### src/pmc_pkg.sv
/*
 * Package for the power mode controller: register offsets, field
 * positions, reset values, mode encodings and carrier structs.
 * Assumes a 32-bit APB slave on a single 200 MHz system clock.
 */
package pmc_pkg;

	localparam logic [7:0] ADDR_POWER_CONTROL  = 8'h00;
	localparam logic [7:0] ADDR_POWER_CONTROL2 = 8'h04;
	localparam logic [7:0] ADDR_REGULATOR_MODE = 8'h08;
	localparam logic [7:0] ADDR_CLOCK_SELECT   = 8'h0C;
	localparam logic [7:0] ADDR_WAKE_ENABLE    = 8'h10;
	localparam logic [7:0] ADDR_PORT_MATCH     = 8'h14;
	localparam logic [7:0] ADDR_PORT_MASK      = 8'h18;
	localparam logic [7:0] ADDR_STATUS         = 8'h1C;

	// Power control fields
	localparam int IDLE_BIT    = 0;
	localparam int STOP_BIT    = 1;
	// Secondary power control fields
	localparam int SUSPEND_BIT = 0;
	localparam int SNOOZE_BIT  = 1;
	// Regulator mode fields
	localparam int DEEP_OFF_BIT = 0;
	localparam int CMP_KEEP_BIT = 1;
	// Clock select field: value selecting the 24.5 MHz oscillator
	localparam int              CLK_SEL_W     = 2;
	localparam logic [1:0]      CLK_SEL_24M   = 2'h1;
	localparam logic [1:0]      CLK_SEL_RESET = 2'h1;

	localparam int PORT_W = 8;
	localparam int WAKE_W = 8;
	// Wake source index shared by the port-match event and WAKE_SRC[0]
	localparam int WAKE_PORT_MATCH = 0;

	localparam logic [PORT_W-1:0] PORT_MATCH_RESET = 8'h00;
	localparam logic [PORT_W-1:0] PORT_MASK_RESET  = 8'h00;
	localparam logic [WAKE_W-1:0] WAKE_EN_RESET    = 8'h00;

	// Status register field positions
	localparam int ST_MODE_LSB  = 0;
	localparam int ST_LDO_LSB   = 8;
	localparam int ST_MATCH_BIT = 12;

	typedef enum logic [5:0] {
		PMC_NORMAL   = 6'h01,
		PMC_IDLE     = 6'h02,
		PMC_SUSPEND  = 6'h04,
		PMC_SNOOZE   = 6'h08,
		PMC_STOP     = 6'h10,
		PMC_SHUTDOWN = 6'h20
	} pmc_mode_t;

	// Power side controls: core run, fast oscillators, regulator
	typedef struct packed {
		logic core_run;
		logic hfosc_en;
		logic clk_en;
		logic ldo_on;
		logic ldo_low_bias;
		logic cmp_on;
		logic analog_on;
		logic pin_hold;
	} pmc_pwr_t;

	// Power controls as they stand in normal mode and during reset
	localparam pmc_pwr_t PWR_RESET = '{core_run: 1'b1, hfosc_en: 1'b1,
		clk_en: 1'b1, ldo_on: 1'b1, ldo_low_bias: 1'b0, cmp_on: 1'b1,
		analog_on: 1'b1, pin_hold: 1'b0};

	typedef struct packed {
		logic [7:0]  paddr;
		logic        psel;
		logic        penable;
		logic        pwrite;
		logic [31:0] pwdata;
	} pmc_apb_req_t;

endpackage

### src/pmc_port_match.sv
/*
 * Port match detector: flags a pin that differs from its match value
 * on any bit whose mask bit is set. Assumes pins are synchronous to the clock.
 */
module pmc_port_match (
	input  wire logic                       clk,
	input  wire logic                       rst_n,
	input  wire logic                       ce,
	input  wire logic [pmc_pkg::PORT_W-1:0] pins,
	input  wire logic [pmc_pkg::PORT_W-1:0] match_val,
	input  wire logic [pmc_pkg::PORT_W-1:0] mask,
	output logic                            hit
);

	typedef struct packed {
		logic hit_ff;
	} pmc_pm_state_t;

	pmc_pm_state_t st_ff;
	pmc_pm_state_t nxt_st;
	logic [pmc_pkg::PORT_W-1:0] bit_hit;

	genvar g;
	generate
		for (g = 0; g < pmc_pkg::PORT_W; g++) begin : g_bit
			assign bit_hit[g] = mask[g] & (pins[g] ^ match_val[g]);
		end
	endgenerate

	always_comb begin
		nxt_st = st_ff;
		nxt_st.hit_ff = |bit_hit;
	end

	always_ff @(posedge clk or negedge rst_n) begin
		if (!rst_n) begin
			st_ff <= '0;
		end else if (ce) begin
			st_ff <= nxt_st;
		end
	end

	assign hit = st_ff.hit_ff;

endmodule

### src/pmc_top.sv
/*
 * Power mode controller: sequences normal, idle, suspend, snooze, stop
 * and shutdown; drives core, clock, regulator and pin-hold controls;
 * holds the mode registers on an APB slave.
 * Assumes one 200 MHz clock, an asynchronous active-low reset that
 * combines power-on, pin and supply-monitor resets, and interrupt and
 * wake levels synchronous to the clock.
 */

// Notes on behaviour
// Idle bit halts core, peripherals run
// Idle exits on enabled interrupt or reset
// Software selects 24.5 MHz before suspend
// Suspend: core halted, oscillators off, normal bias
// Software selects 24.5 MHz before snooze
// Snooze: core halted, oscillators off, low bias
// Only enabled peripherals wake from suspend/snooze
// Suspend/snooze exit on wake or reset
// Stop: clocks off, regulator on, pins held
// Stop with deep-off enters shutdown
// Shutdown ends only on pin/power-on reset
// Supply monitor low holds device reset
// Regulator low-current in snooze, off in shutdown
// Port match wakes or raises interrupt
// Software may slow clock in normal/idle
// Wake restarts oscillators, resumes after request
module pmc_top (
	input  wire logic                       SYS_CLK,
	input  wire logic                       RESETN,
	input  wire logic                       CLK_EN,
	input  wire logic                       PIN_RESET_N,
	input  wire logic                       SUPPLY_OK,
	input  wire logic                       OTHER_RESET,
	input  wire logic                       IRQ_PENDING,
	input  wire logic [pmc_pkg::WAKE_W-1:0] WAKE_SRC,
	input  wire logic [pmc_pkg::PORT_W-1:0] PORT_PINS,
	input  wire logic [7:0]                 PADDR,
	input  wire logic                       PSEL,
	input  wire logic                       PENABLE,
	input  wire logic                       PWRITE,
	input  wire logic [31:0]                PWDATA,
	output logic [31:0]                     PRDATA,
	output logic                            PREADY,
	output logic                            PSLVERR,
	output logic                            CORE_RUN,
	output logic                            HFOSC_EN,
	output logic                            CLK_RUN,
	output logic                            LDO_ON,
	output logic                            LDO_LOW_BIAS,
	output logic                            CMP_ON,
	output logic                            ANALOG_ON,
	output logic                            PIN_HOLD,
	output logic                            SYS_RESET_N,
	output logic                            PORT_MATCH_IRQ,
	output logic [5:0]                      MODE
);

	typedef struct packed {
		pmc_pkg::pmc_mode_t                   mode_ff;
		logic                                 deep_off_ff;
		logic                                 cmp_keep_ff;
		logic [pmc_pkg::CLK_SEL_W-1:0]        clk_sel_ff;
		logic [pmc_pkg::WAKE_W-1:0]           wake_en_ff;
		logic [pmc_pkg::PORT_W-1:0]           match_ff;
		logic [pmc_pkg::PORT_W-1:0]           mask_ff;
		logic                                 match_flag_ff;
		logic                                 sys_rst_n_ff;
		pmc_pkg::pmc_pwr_t                    pwr_ff;
		logic [31:0]                          prdata_ff;
		logic                                 pready_ff;
		logic                                 pslverr_ff;
	} pmc_state_t;

	pmc_state_t          st_ff;
	pmc_state_t          nxt_st;
	pmc_pkg::pmc_apb_req_t req;
	logic                match_hit;
	logic                wr_acc;
	logic                rd_acc;
	logic                wake_any;
	logic                reset_any;
	logic [pmc_pkg::WAKE_W-1:0] wake_lane;

	pmc_port_match i_pmc_port_match (
		.clk       (SYS_CLK),
		.rst_n     (RESETN),
		.ce        (CLK_EN),
		.pins      (PORT_PINS),
		.match_val (st_ff.match_ff),
		.mask      (st_ff.mask_ff),
		.hit       (match_hit)
	);

	assign req.paddr   = PADDR;
	assign req.psel    = PSEL;
	assign req.penable = PENABLE;
	assign req.pwrite  = PWRITE;
	assign req.pwdata  = PWDATA;

	// Access completes one cycle into the access phase: one wait state, then pready rises
	assign wr_acc = req.psel & req.penable & req.pwrite & ~st_ff.pready_ff;
	assign rd_acc = req.psel & req.penable & ~req.pwrite & ~st_ff.pready_ff;

	// Port match shares wake lane 0 with WAKE_SRC[0], gated like any other source
	genvar w;
	generate
		for (w = 0; w < pmc_pkg::WAKE_W; w++) begin : g_wake
			if (w == pmc_pkg::WAKE_PORT_MATCH) begin : g_match
				assign wake_lane[w] = (WAKE_SRC[w] | match_hit)
					& st_ff.wake_en_ff[w];
			end else begin : g_src
				assign wake_lane[w] = WAKE_SRC[w] & st_ff.wake_en_ff[w];
			end
		end
	endgenerate
	assign wake_any = |wake_lane;
	// Soft resets (watchdog and the like) cannot end shutdown
	assign reset_any = OTHER_RESET | ~PIN_RESET_N | ~SUPPLY_OK;

	function automatic pmc_pkg::pmc_pwr_t pwr_for(
		input pmc_pkg::pmc_mode_t m,
		input logic               cmp_keep
	);
		pmc_pkg::pmc_pwr_t p;
		p = pmc_pkg::PWR_RESET;
		case (m)
			pmc_pkg::PMC_IDLE: begin
				// Oscillators and clocks keep running for the peripherals
				p.core_run = 1'b0;
			end
			pmc_pkg::PMC_SUSPEND: begin
				// Normal bias is kept so that wake-up needs no settling
				p.core_run = 1'b0;
				p.hfosc_en = 1'b0;
			end
			pmc_pkg::PMC_SNOOZE: begin
				p.core_run     = 1'b0;
				p.hfosc_en     = 1'b0;
				p.ldo_low_bias = 1'b1;
			end
			pmc_pkg::PMC_STOP: begin
				// Comparators may stay up to serve as a reset source
				p.core_run  = 1'b0;
				p.hfosc_en  = 1'b0;
				p.clk_en    = 1'b0;
				p.cmp_on    = cmp_keep;
				p.analog_on = cmp_keep;
				p.pin_hold  = 1'b1;
			end
			pmc_pkg::PMC_SHUTDOWN: begin
				p.core_run  = 1'b0;
				p.hfosc_en  = 1'b0;
				p.clk_en    = 1'b0;
				p.ldo_on    = 1'b0;
				p.cmp_on    = 1'b0;
				p.analog_on = 1'b0;
				p.pin_hold  = 1'b1;
			end
			default: begin
				p.core_run = 1'b1;
			end
		endcase
		return p;
	endfunction

	always_comb begin
		nxt_st = st_ff;
		nxt_st.pready_ff  = wr_acc | rd_acc;
		nxt_st.pslverr_ff = 1'b0;
		// Supply low or any reset keeps the system in reset
		nxt_st.sys_rst_n_ff = ~reset_any;
		// Set wins over a same-cycle software clear
		if (match_hit) begin
			nxt_st.match_flag_ff = 1'b1;
		end

		// Requests are taken in normal mode only: in every other mode
		// the core is halted and cannot write
		case (st_ff.mode_ff)
			pmc_pkg::PMC_NORMAL: begin
				if (wr_acc && req.paddr == pmc_pkg::ADDR_POWER_CONTROL) begin
					if (req.pwdata[pmc_pkg::STOP_BIT]) begin
						nxt_st.mode_ff = st_ff.deep_off_ff
							? pmc_pkg::PMC_SHUTDOWN
							: pmc_pkg::PMC_STOP;
					end else if (req.pwdata[pmc_pkg::IDLE_BIT]) begin
						nxt_st.mode_ff = pmc_pkg::PMC_IDLE;
					end
				end else if (wr_acc &&
					req.paddr == pmc_pkg::ADDR_POWER_CONTROL2) begin
					// Software is expected to select 24.5 MHz first
					if (req.pwdata[pmc_pkg::SNOOZE_BIT]) begin
						nxt_st.mode_ff = pmc_pkg::PMC_SNOOZE;
					end else if (req.pwdata[pmc_pkg::SUSPEND_BIT]) begin
						nxt_st.mode_ff = pmc_pkg::PMC_SUSPEND;
					end
				end
			end
			pmc_pkg::PMC_IDLE: begin
				// IRQ_PENDING already carries the interrupt enables
				if (IRQ_PENDING || wake_any || reset_any) begin
					nxt_st.mode_ff = pmc_pkg::PMC_NORMAL;
				end
			end
			pmc_pkg::PMC_SUSPEND, pmc_pkg::PMC_SNOOZE: begin
				// An interrupt alone does not end these modes
				if (wake_any || reset_any) begin
					nxt_st.mode_ff = pmc_pkg::PMC_NORMAL;
				end
			end
			pmc_pkg::PMC_STOP: begin
				// Wake lanes and interrupts are ignored: only a reset ends stop
				if (reset_any) begin
					nxt_st.mode_ff = pmc_pkg::PMC_NORMAL;
				end
			end
			pmc_pkg::PMC_SHUTDOWN: begin
				// Regulator is off: only pin or power-on reset restarts
				if (!PIN_RESET_N || !SUPPLY_OK) begin
					nxt_st.mode_ff = pmc_pkg::PMC_NORMAL;
				end
			end
			// A corrupt one-hot code falls back to normal
			default: begin
				nxt_st.mode_ff = pmc_pkg::PMC_NORMAL;
			end
		endcase

		// Power controls follow the next mode so they switch with MODE
		nxt_st.pwr_ff = pwr_for(nxt_st.mode_ff, st_ff.cmp_keep_ff);

		if (wr_acc) begin
			case (req.paddr)
				pmc_pkg::ADDR_REGULATOR_MODE: begin
					nxt_st.deep_off_ff = req.pwdata[pmc_pkg::DEEP_OFF_BIT];
					nxt_st.cmp_keep_ff = req.pwdata[pmc_pkg::CMP_KEEP_BIT];
				end
				pmc_pkg::ADDR_CLOCK_SELECT: begin
					nxt_st.clk_sel_ff = req.pwdata[pmc_pkg::CLK_SEL_W-1:0];
				end
				pmc_pkg::ADDR_WAKE_ENABLE: begin
					nxt_st.wake_en_ff = req.pwdata[pmc_pkg::WAKE_W-1:0];
				end
				pmc_pkg::ADDR_PORT_MATCH: begin
					nxt_st.match_ff = req.pwdata[pmc_pkg::PORT_W-1:0];
				end
				pmc_pkg::ADDR_PORT_MASK: begin
					nxt_st.mask_ff = req.pwdata[pmc_pkg::PORT_W-1:0];
				end
				pmc_pkg::ADDR_STATUS: begin
					if (req.pwdata[pmc_pkg::ST_MATCH_BIT] && !match_hit) begin
						nxt_st.match_flag_ff = 1'b0;
					end
				end
				pmc_pkg::ADDR_POWER_CONTROL,
				pmc_pkg::ADDR_POWER_CONTROL2: begin
					nxt_st.pslverr_ff = 1'b0;
				end
				// Unmapped offsets answer with an error and change nothing
				default: begin
					nxt_st.pslverr_ff = 1'b1;
				end
			endcase
		end

		if (rd_acc) begin
			nxt_st.prdata_ff = '0;
			case (req.paddr)
				pmc_pkg::ADDR_POWER_CONTROL,
				pmc_pkg::ADDR_POWER_CONTROL2: begin
					// Mode requests act at once, so these read back as zero
					nxt_st.prdata_ff = '0;
				end
				pmc_pkg::ADDR_REGULATOR_MODE: begin
					nxt_st.prdata_ff[pmc_pkg::DEEP_OFF_BIT] = st_ff.deep_off_ff;
					nxt_st.prdata_ff[pmc_pkg::CMP_KEEP_BIT] = st_ff.cmp_keep_ff;
				end
				pmc_pkg::ADDR_CLOCK_SELECT: begin
					nxt_st.prdata_ff[pmc_pkg::CLK_SEL_W-1:0] = st_ff.clk_sel_ff;
				end
				pmc_pkg::ADDR_WAKE_ENABLE: begin
					nxt_st.prdata_ff[pmc_pkg::WAKE_W-1:0] = st_ff.wake_en_ff;
				end
				pmc_pkg::ADDR_PORT_MATCH: begin
					nxt_st.prdata_ff[pmc_pkg::PORT_W-1:0] = st_ff.match_ff;
				end
				pmc_pkg::ADDR_PORT_MASK: begin
					nxt_st.prdata_ff[pmc_pkg::PORT_W-1:0] = st_ff.mask_ff;
				end
				pmc_pkg::ADDR_STATUS: begin
					nxt_st.prdata_ff[pmc_pkg::ST_MODE_LSB +:
						$bits(pmc_pkg::pmc_mode_t)] = st_ff.mode_ff;
					nxt_st.prdata_ff[pmc_pkg::ST_LDO_LSB] = st_ff.pwr_ff.ldo_on;
					nxt_st.prdata_ff[pmc_pkg::ST_LDO_LSB + 1] =
						st_ff.pwr_ff.ldo_low_bias;
					nxt_st.prdata_ff[pmc_pkg::ST_MATCH_BIT] = st_ff.match_flag_ff;
				end
				default: begin
					nxt_st.pslverr_ff = 1'b1;
				end
			endcase
		end
	end

	// Clock enable low freezes all state, APB included, so software may
	// slow the effective clock in normal and idle without side effects
	always_ff @(posedge SYS_CLK or negedge RESETN) begin
		if (!RESETN) begin
			st_ff <= '{
				mode_ff:       pmc_pkg::PMC_NORMAL,
				deep_off_ff:   1'b0,
				cmp_keep_ff:   1'b0,
				clk_sel_ff:    pmc_pkg::CLK_SEL_RESET,
				wake_en_ff:    pmc_pkg::WAKE_EN_RESET,
				match_ff:      pmc_pkg::PORT_MATCH_RESET,
				mask_ff:       pmc_pkg::PORT_MASK_RESET,
				match_flag_ff: 1'b0,
				// System reset stays asserted until the first clocked look
				sys_rst_n_ff:  1'b0,
				pwr_ff:        pmc_pkg::PWR_RESET,
				prdata_ff:     '0,
				pready_ff:     1'b0,
				pslverr_ff:    1'b0
			};
		end else if (CLK_EN) begin
			st_ff <= nxt_st;
		end
	end

	assign PRDATA         = st_ff.prdata_ff;
	assign PREADY         = st_ff.pready_ff;
	assign PSLVERR        = st_ff.pslverr_ff;
	assign CORE_RUN       = st_ff.pwr_ff.core_run;
	assign HFOSC_EN       = st_ff.pwr_ff.hfosc_en;
	assign CLK_RUN        = st_ff.pwr_ff.clk_en;
	assign LDO_ON         = st_ff.pwr_ff.ldo_on;
	assign LDO_LOW_BIAS   = st_ff.pwr_ff.ldo_low_bias;
	assign CMP_ON         = st_ff.pwr_ff.cmp_on;
	assign ANALOG_ON      = st_ff.pwr_ff.analog_on;
	assign PIN_HOLD       = st_ff.pwr_ff.pin_hold;
	assign SYS_RESET_N    = st_ff.sys_rst_n_ff;
	assign PORT_MATCH_IRQ = st_ff.match_flag_ff;
	assign MODE           = st_ff.mode_ff;

endmodule

### config.mk
export PLATFORM = sky130hd
export DESIGN_NAME = pmc_top
export DESIGN_NICKNAME = d
export VERILOG_FILES = /design/src/pmc_pkg.sv /design/src/pmc_port_match.sv /design/src/pmc_top.sv
export SDC_FILE = /design/constraint.sdc
export NUM_CORES = 1
export LEC_CHECK = 0
export ABC_AREA = 1
export BUFFER_PORTS_ARGS = -buffer_cell sky130_fd_sc_hd__buf_2
export CAP_MARGIN = 20
export CORE_MARGIN = 2
export CORE_UTILIZATION = 40
export CTS_CLUSTER_DIAMETER = 60
export CTS_CLUSTER_SIZE = 12
export DETAILED_ROUTE_END_ITERATION = 8
export PLACE_DENSITY = 0.64
export SLEW_MARGIN = 10
export SYNTH_ARGS = -nofsm -noshare
export SYNTH_HDL_FRONTEND = slang
export SYNTH_HIERARCHICAL = 1
export SYNTH_SLANG_ARGS = --single-unit
export TNS_END_PERCENT = 10
### constraint.sdc
create_clock -name SYS_CLK -period 1.5 [get_ports SYS_CLK]
set_input_delay 0.15 -clock SYS_CLK [delete_from_list [all_inputs] [get_ports SYS_CLK]]
set_output_delay 0.15 -clock SYS_CLK [all_outputs]
set_load 0.02 [all_outputs]
## After elaboration in Yosys (flattened, before gate mapping)

Cells that the tools add are included.

| word-level totals | value |
|---|---|
| register bits after elaboration | 58 |
| input bits | 66 |
| output and inout bits | 50 |

| cells by class | value |
|---|---|
| eq/ne operators | 18 |
| multiplexer cells | 31 |
| bitwise gates (word level) | 38 |
| reductions and logical operators | 24 |

Operators by type and width:

| operator | number |
|---|---|
| $mux 6 | 11 |
| $eq 8x5->1 const B | 4 |
| $pmux 6 s5 | 1 |
| $reduce_or 8->1 | 3 |
| $and 1x1->1 | 21 |
| $eq 8x4->1 const B | 2 |
| $pmux 4 s4 | 1 |
| $reduce_and 3->1 | 5 |
| $mux 1 | 14 |
| $eq 6x2->1 const B | 2 |
| $eq 6x3->1 const B | 2 |
| $eq 6x4->1 const B | 2 |
| $eq 6x5->1 const B | 2 |
| $eq 6x6->1 const B | 2 |
| $pmux 2 s6 | 1 |
| $eq 8x3->1 const B | 1 |
| $logic_not 8->1 | 1 |
| $xor 1x1->1 | 8 |
| $eq 6x1->1 const B | 1 |
| $pmux 2 s3 | 1 |
| $pmux 3 s2 | 1 |
| $not 1->1 | 5 |
| $reduce_or 5->1 | 1 |
| $logic_or 1x1->1 | 4 |
| other kinds (7) | 15 |

## Logic depth before layout (Yosys ltp)

| logic depth | value |
|---|---|
| depth after elaboration | 10 |
| gate-level depth with buffers | 13 |
| depth with buffers taken out | 13 |

## Modules after synthesis

Netlist, hierarchy kept.

By module, submodules not included:

| module | times used | cells an instance | area each (sq um) | seq. area each (sq um) |
|---|---|---|---|---|
| pmc_top | 1 | 414 | 3329.4 | 1410.1 |
| pmc_port_match | 1 | 52 | 231.5 | 25.0 |

## Least setup slack after synthesis

No wires, ideal clock.

| path | value |
|---|---|
| path type | register to register |
| start point | register st_ff (netlist bit PREADY) |
| end point | register st_ff (netlist bit MODE[5]) |
| library setup time | 119 ps |
| data arrival time | 1378 ps |
| data required time | 1381 ps |
| setup slack | 3 ps |
| cell stages (with the launch flop) | 10 |
| clock period less this slack | 1497 ps |
| path through | dfrtp_1 nor2_1 nand2_2 nor2_8 nand3_2 nand2_1 nand2_1 a21oi_2 nand2_1 o21a_1 |

| between the ends | value |
|---|---|
| cells in the longest elaborated chain, start to end | 6 |
| elaborated cells on any way between the ends | 7 |
| those cells by class | mux (3); bitwise (2); reduce/logical (2) |

Ends and longest elaborated chain:

| element | line | source |
|---|---|---|
| start: declaration | pmc_top.sv:74 | `pmc_state_t st_ff;` |
| start signal: assignment | pmc_top.sv:309 | `st_ff <= '{` |
| start signal: assignment | pmc_top.sv:326 | `st_ff <= nxt_st;` |
| $not 1->1 * | pmc_top.sv:101 | `assign wr_acc = req.psel & req.penable & req.pwrite & ~st_ff.pready_ff;` |
| $and 1x1->1 * | pmc_top.sv:101 |  |
| $logic_and 1x1->1 | pmc_top.sv:189 | `end else if (wr_acc &&` |
| $mux 6 | pmc_top.sv:189 |  |
| $mux 6 * | pmc_top.sv:181 | `if (wr_acc && req.paddr == pmc_pkg::ADDR_POWER_CONTROL) begin` |
| $pmux 6 s5 * | pmc_top.sv:179 | `case (st_ff.mode_ff)` |

Mark *: on every way between the ends. The rest lies on a longest branch, timed or not.
A chain may end at the register's enable or synchronous reset.

## Worst setup path after layout

| path | value |
|---|---|
| start point | register st_ff (netlist bit PREADY) |
| end point | register st_ff (netlist bit MODE[4]) |

The elaborated chain is that of the path after synthesis.

==> out/metrics.csv <==
stage,metric,value,unit
worst_setup_path,Required @ worst endpoint,1.73,ns
global_route,GR Util met1,29.8,%
worst_hold_path,Min-Delay Path Class,in -> reg,
global_route,first-pass GRT wire length,15.1,mm
run,Max-Cap Viols,0,
synthesis,Post-Syn Area,3560,um^2
clocking,H-tree Lvls,3,
finish,area delta synth->final,21.1,%
worst_setup_path,startpoint class of the critical path,flip-flop,
floorplanning,starting density of the core,41.0,%
power_and_ir_drop,worst vdd rail ir drop,384,uV
finish,Sequential Area,1440,um^2
worst_setup_path,worst-path fanout max,6,
clocking,CTS tree,yes,
clocking,clock-pin slew on the worst setup and hold paths,0.07,ns
power_and_ir_drop,power per standard cell area,853,nW/um^2
clocking,CTS root buf,clkbuf_8,
finish,# fillers,869,
clocking,Clock Path Buffers,2,
placed_design,Buffers on Ports,71,
drt,# DRC,0,
worst_setup_path,Worst EP arrival,1.75,ns
floorplanning,total die area,9670,um^2
drt,drt wl/cell,13.8,um
finish,# nets final,625,
power_and_ir_drop,Net Sw Power,0.00121,W
synthesis,Yosys warnings,6,
floorplanning,Die H,98.4,um
power_and_ir_drop,Int Pwr,0.00247,W
clocking,Sink Count,57,
power_and_ir_drop,Switching Fraction,32.9,%
finish,n_diodes,0,
finish,combined area of the multi-input logic cells,1690,um^2
drt,1st-pass router iterations,5,
timing,RSZ-0062 raised after global routing,true,
synthesis,"FF+latch count, synth",57,
drt,DR vias,3255,
synthesis,post-synthesis area per instance,7.64,um^2
power_and_ir_drop,Clock power frac,36.2,%
placed_design,Final HPWL DP,7.12,mm
drt,Post-Route WL,9.30,mm
global_route,vias in the first global route,2994,
outcome,status,"finished, violations left",
timing,final slew viol count,0,
synthesis,Yosys top cell area share,35.1,%
synthesis,sequential fraction of the synthesis area,40.3,%
timing,fin crit share,101,%
global_route,GRT Resource Usage Total,19.8,%
global_route,gr busiest metal,met1,
drt,Initial DRC Count,205,
finish,Final Util,49.7,%
synthesis,Synth Instances,466,
power_and_ir_drop,Flop pwr share,45.4,%
floorplanning,core area,8680,um^2
timing,hold slack,0.0548,ns
global_route,met2 Use GR,28.7,%
clocking,CTS Buf Count,9,
placed_design,gpl congestion,0.843,
drt,drt via density,4.84,
timing,# setup viols final,3,
drt,Post-DRT Antenna Nets,0,
timing,"Min Clock Period, post-route",1.52,ns
floorplanning,Die W,98.4,um
clocking,insertion delay to the later sink of the worst-skew pair,0.35,ns
power_and_ir_drop,combinational share of power,18.4,%
timing,Worst Skew,0.0128,ns
global_route,initial antenna violation count,0,
floorplanning,row count,34,
timing,Setup WS post-layout,-0.0216,ns
synthesis,post-synthesis cell type count,42,
global_route,GRT met3 Usage,3.29,%
synthesis,dominant cells by area after synthesis,"dfrtp_1 35%, nand2_1 14%, buf_4 8.6%",
worst_setup_path,CP endpoint kind,flip-flop,
timing,Fin. Hold Viols,0,
worst_setup_path,CP Class,reg -> reg,
finish,share of post-route cells with drive strength above 1,33.2,%
outcome,violated checks,setup timing,
global_route,GR Overflow Total,0,
global_route,largest net degree at the start of global routing,58,
floorplanning,I/O Pins,116,
timing,maximum clock frequency,657,MHz
power_and_ir_drop,Pleak,2.34,nW
synthesis,cell taking the most area after synthesis,dfrtp_1,
-- synthesized netlist by cell type (all sizes together) --
master,count
nor4,2
nand4,5
o2111a,2
buf,46
a22o,6
o22ai,1
o21ai,50
conb,1
nand2,140
a221oi,1
nand3b,1
o211ai,1
dfrtp,50
o21a,1
nor3,5
and3,2
a41oi,1
a31oi,1
nand3,37
or3,1
inv,56
a21oi,12
dfstp,7
clkbuf,2
o31ai,1
nor2,34
-- layout make-up --
type,count,area share [%]
Multi-Input combinational cell,325,39.2
Sequential cell,57,33.3
Timing Repair Buffer,110,15.4
Inverter,56,4.87
Tap cell,108,3.13
Clock buffer,9,2.87
Clock inverter,7,1.31
-- flip-flops by register name, indices dropped and copies added, names as in the netlist --
signal and flops:
CLK_RUN 1, CMP_ON 1, CORE_RUN 1, HFOSC_EN 1, LDO_LOW_BIAS 1, LDO_ON 1
MODE 6, PIN_HOLD 1, PORT_MATCH_IRQ 1, PRDATA 11, PREADY 1, PSLVERR 1
SYS_RESET_N 1, i_pmc_port_match/hit 1, st_ff 28
-- per-stage QoR --
| stage | TNS [ns] | instance area (um^2) | setup slack [ns] | std cells | total power, W |
|---|---|---|---|---|---|
| 4_1_cts | -0.0690 | 4280 | -0.0374 | 671 | 0.00369 |
| 6_report | -0.0290 | 4310 | -0.0216 | 672 | 0.00368 |
| 3_5_place_dp | -0.270 | 4070 | -0.0626 | 654 | 0.00236 |
| 3_3_place_gp | -0.282 | 4070 | -0.0625 | 654 | 0.00236 |
| 2_1_floorplan | 0 | 3640 | 0.00315 | 486 | 0.00214 |
| 5_1_grt | -1.22 | 4310 | -0.133 | 672 | 0.00385 |
-- critical path, cell delays in order (launching register included) --
cell and delay, ns:
dfrtp_1 0.39, nor2_2 0.13, nand2_4 0.10, nor2_8 0.15, nand3_2 0.10, nand2_1 0.08
nand2_2 0.07, a21oi_4 0.16, nand2_1 0.08, o21ai_1 0.09, inv_1 0.05
-- kinds of logic after synthesis --
logic type             Yosys count  share of synthesized area, %
AO/OA/AOI/OAI                   77                          13.6
buffers and inverters          104                          15.6
flip-flops                      57                          40.3
other                            1                         0.105
AND/OR/NAND/NOR                227                          30.4
-- repair_timing --
item | CTS | global route
gates cloned | 0 | 0
pin swaps | 0 | 4
hold buffers | 1 | 0
buffers inserted | 0 | 1
hold endpoints to repair | 50 | 0
gates resized for setup | 3 | 8
setup endpoints to repair | 13 | 38
-- layout by cell type, fill, tap and decap left out, types with 3 or more instances in the layout --
cell / count
a21oi_1: 10
a22o_1: 6
buf_2: 71
buf_4: 37
clkbuf_8: 9
clkinvlp_4: 3
conb_1: 21
dfrtp_1: 50
dfstp_2: 7
inv_1: 45
inv_2: 11
nand2_1: 129
nand2_2: 7
nand2_4: 4
nand3_1: 31
nand3_2: 5
nand4_1: 5
nor2_1: 23
nor2_2: 5
nor2_4: 5
o21ai_0: 16
o21ai_1: 25
o21ai_2: 9
-- routing by layer --
layer	wire length [um]	vias up
li1	-	1633
met1	4520	1487
met2	4010	123
met3	606	12
met4	162	0
met5	0	-
-- worst paths after layout --
| check | slack (ns) | from | depth (start not counted) | end |
|---|---|---|---|---|
| hold reg to reg | 0.47 | CORE_RUN | 2 | CORE_RUN |
| setup / recovery | -0.02 | PREADY | 10 | MODE[4] |
| max in group asynchronous | 0.85 | RESETN | 3 | MODE[0] |
| setup reg to reg | -0.02 | PREADY | 10 | MODE[4] |
| min in group asynchronous | 0.33 | RESETN | 3 | st_ff[64] |
| hold / removal | 0.05 | PWDATA[12] | 2 | PORT_MATCH_IRQ |
-- power by group through the flow --
stage / registers (W) / clock network (W) / logic (W)
global placement: 0.00169 / 0 / 0.000665
CTS: 0.00167 / 0.00135 / 0.000674
floorplan: 0.00174 / 0 / 0.000402
detailed placement: 0.00170 / 0 / 0.000669
finish: 0.00167 / 0.00133 / 0.000677
global route: 0.00168 / 0.00142 / 0.000747
Note: power is estimated with default switching activity, not from simulation.
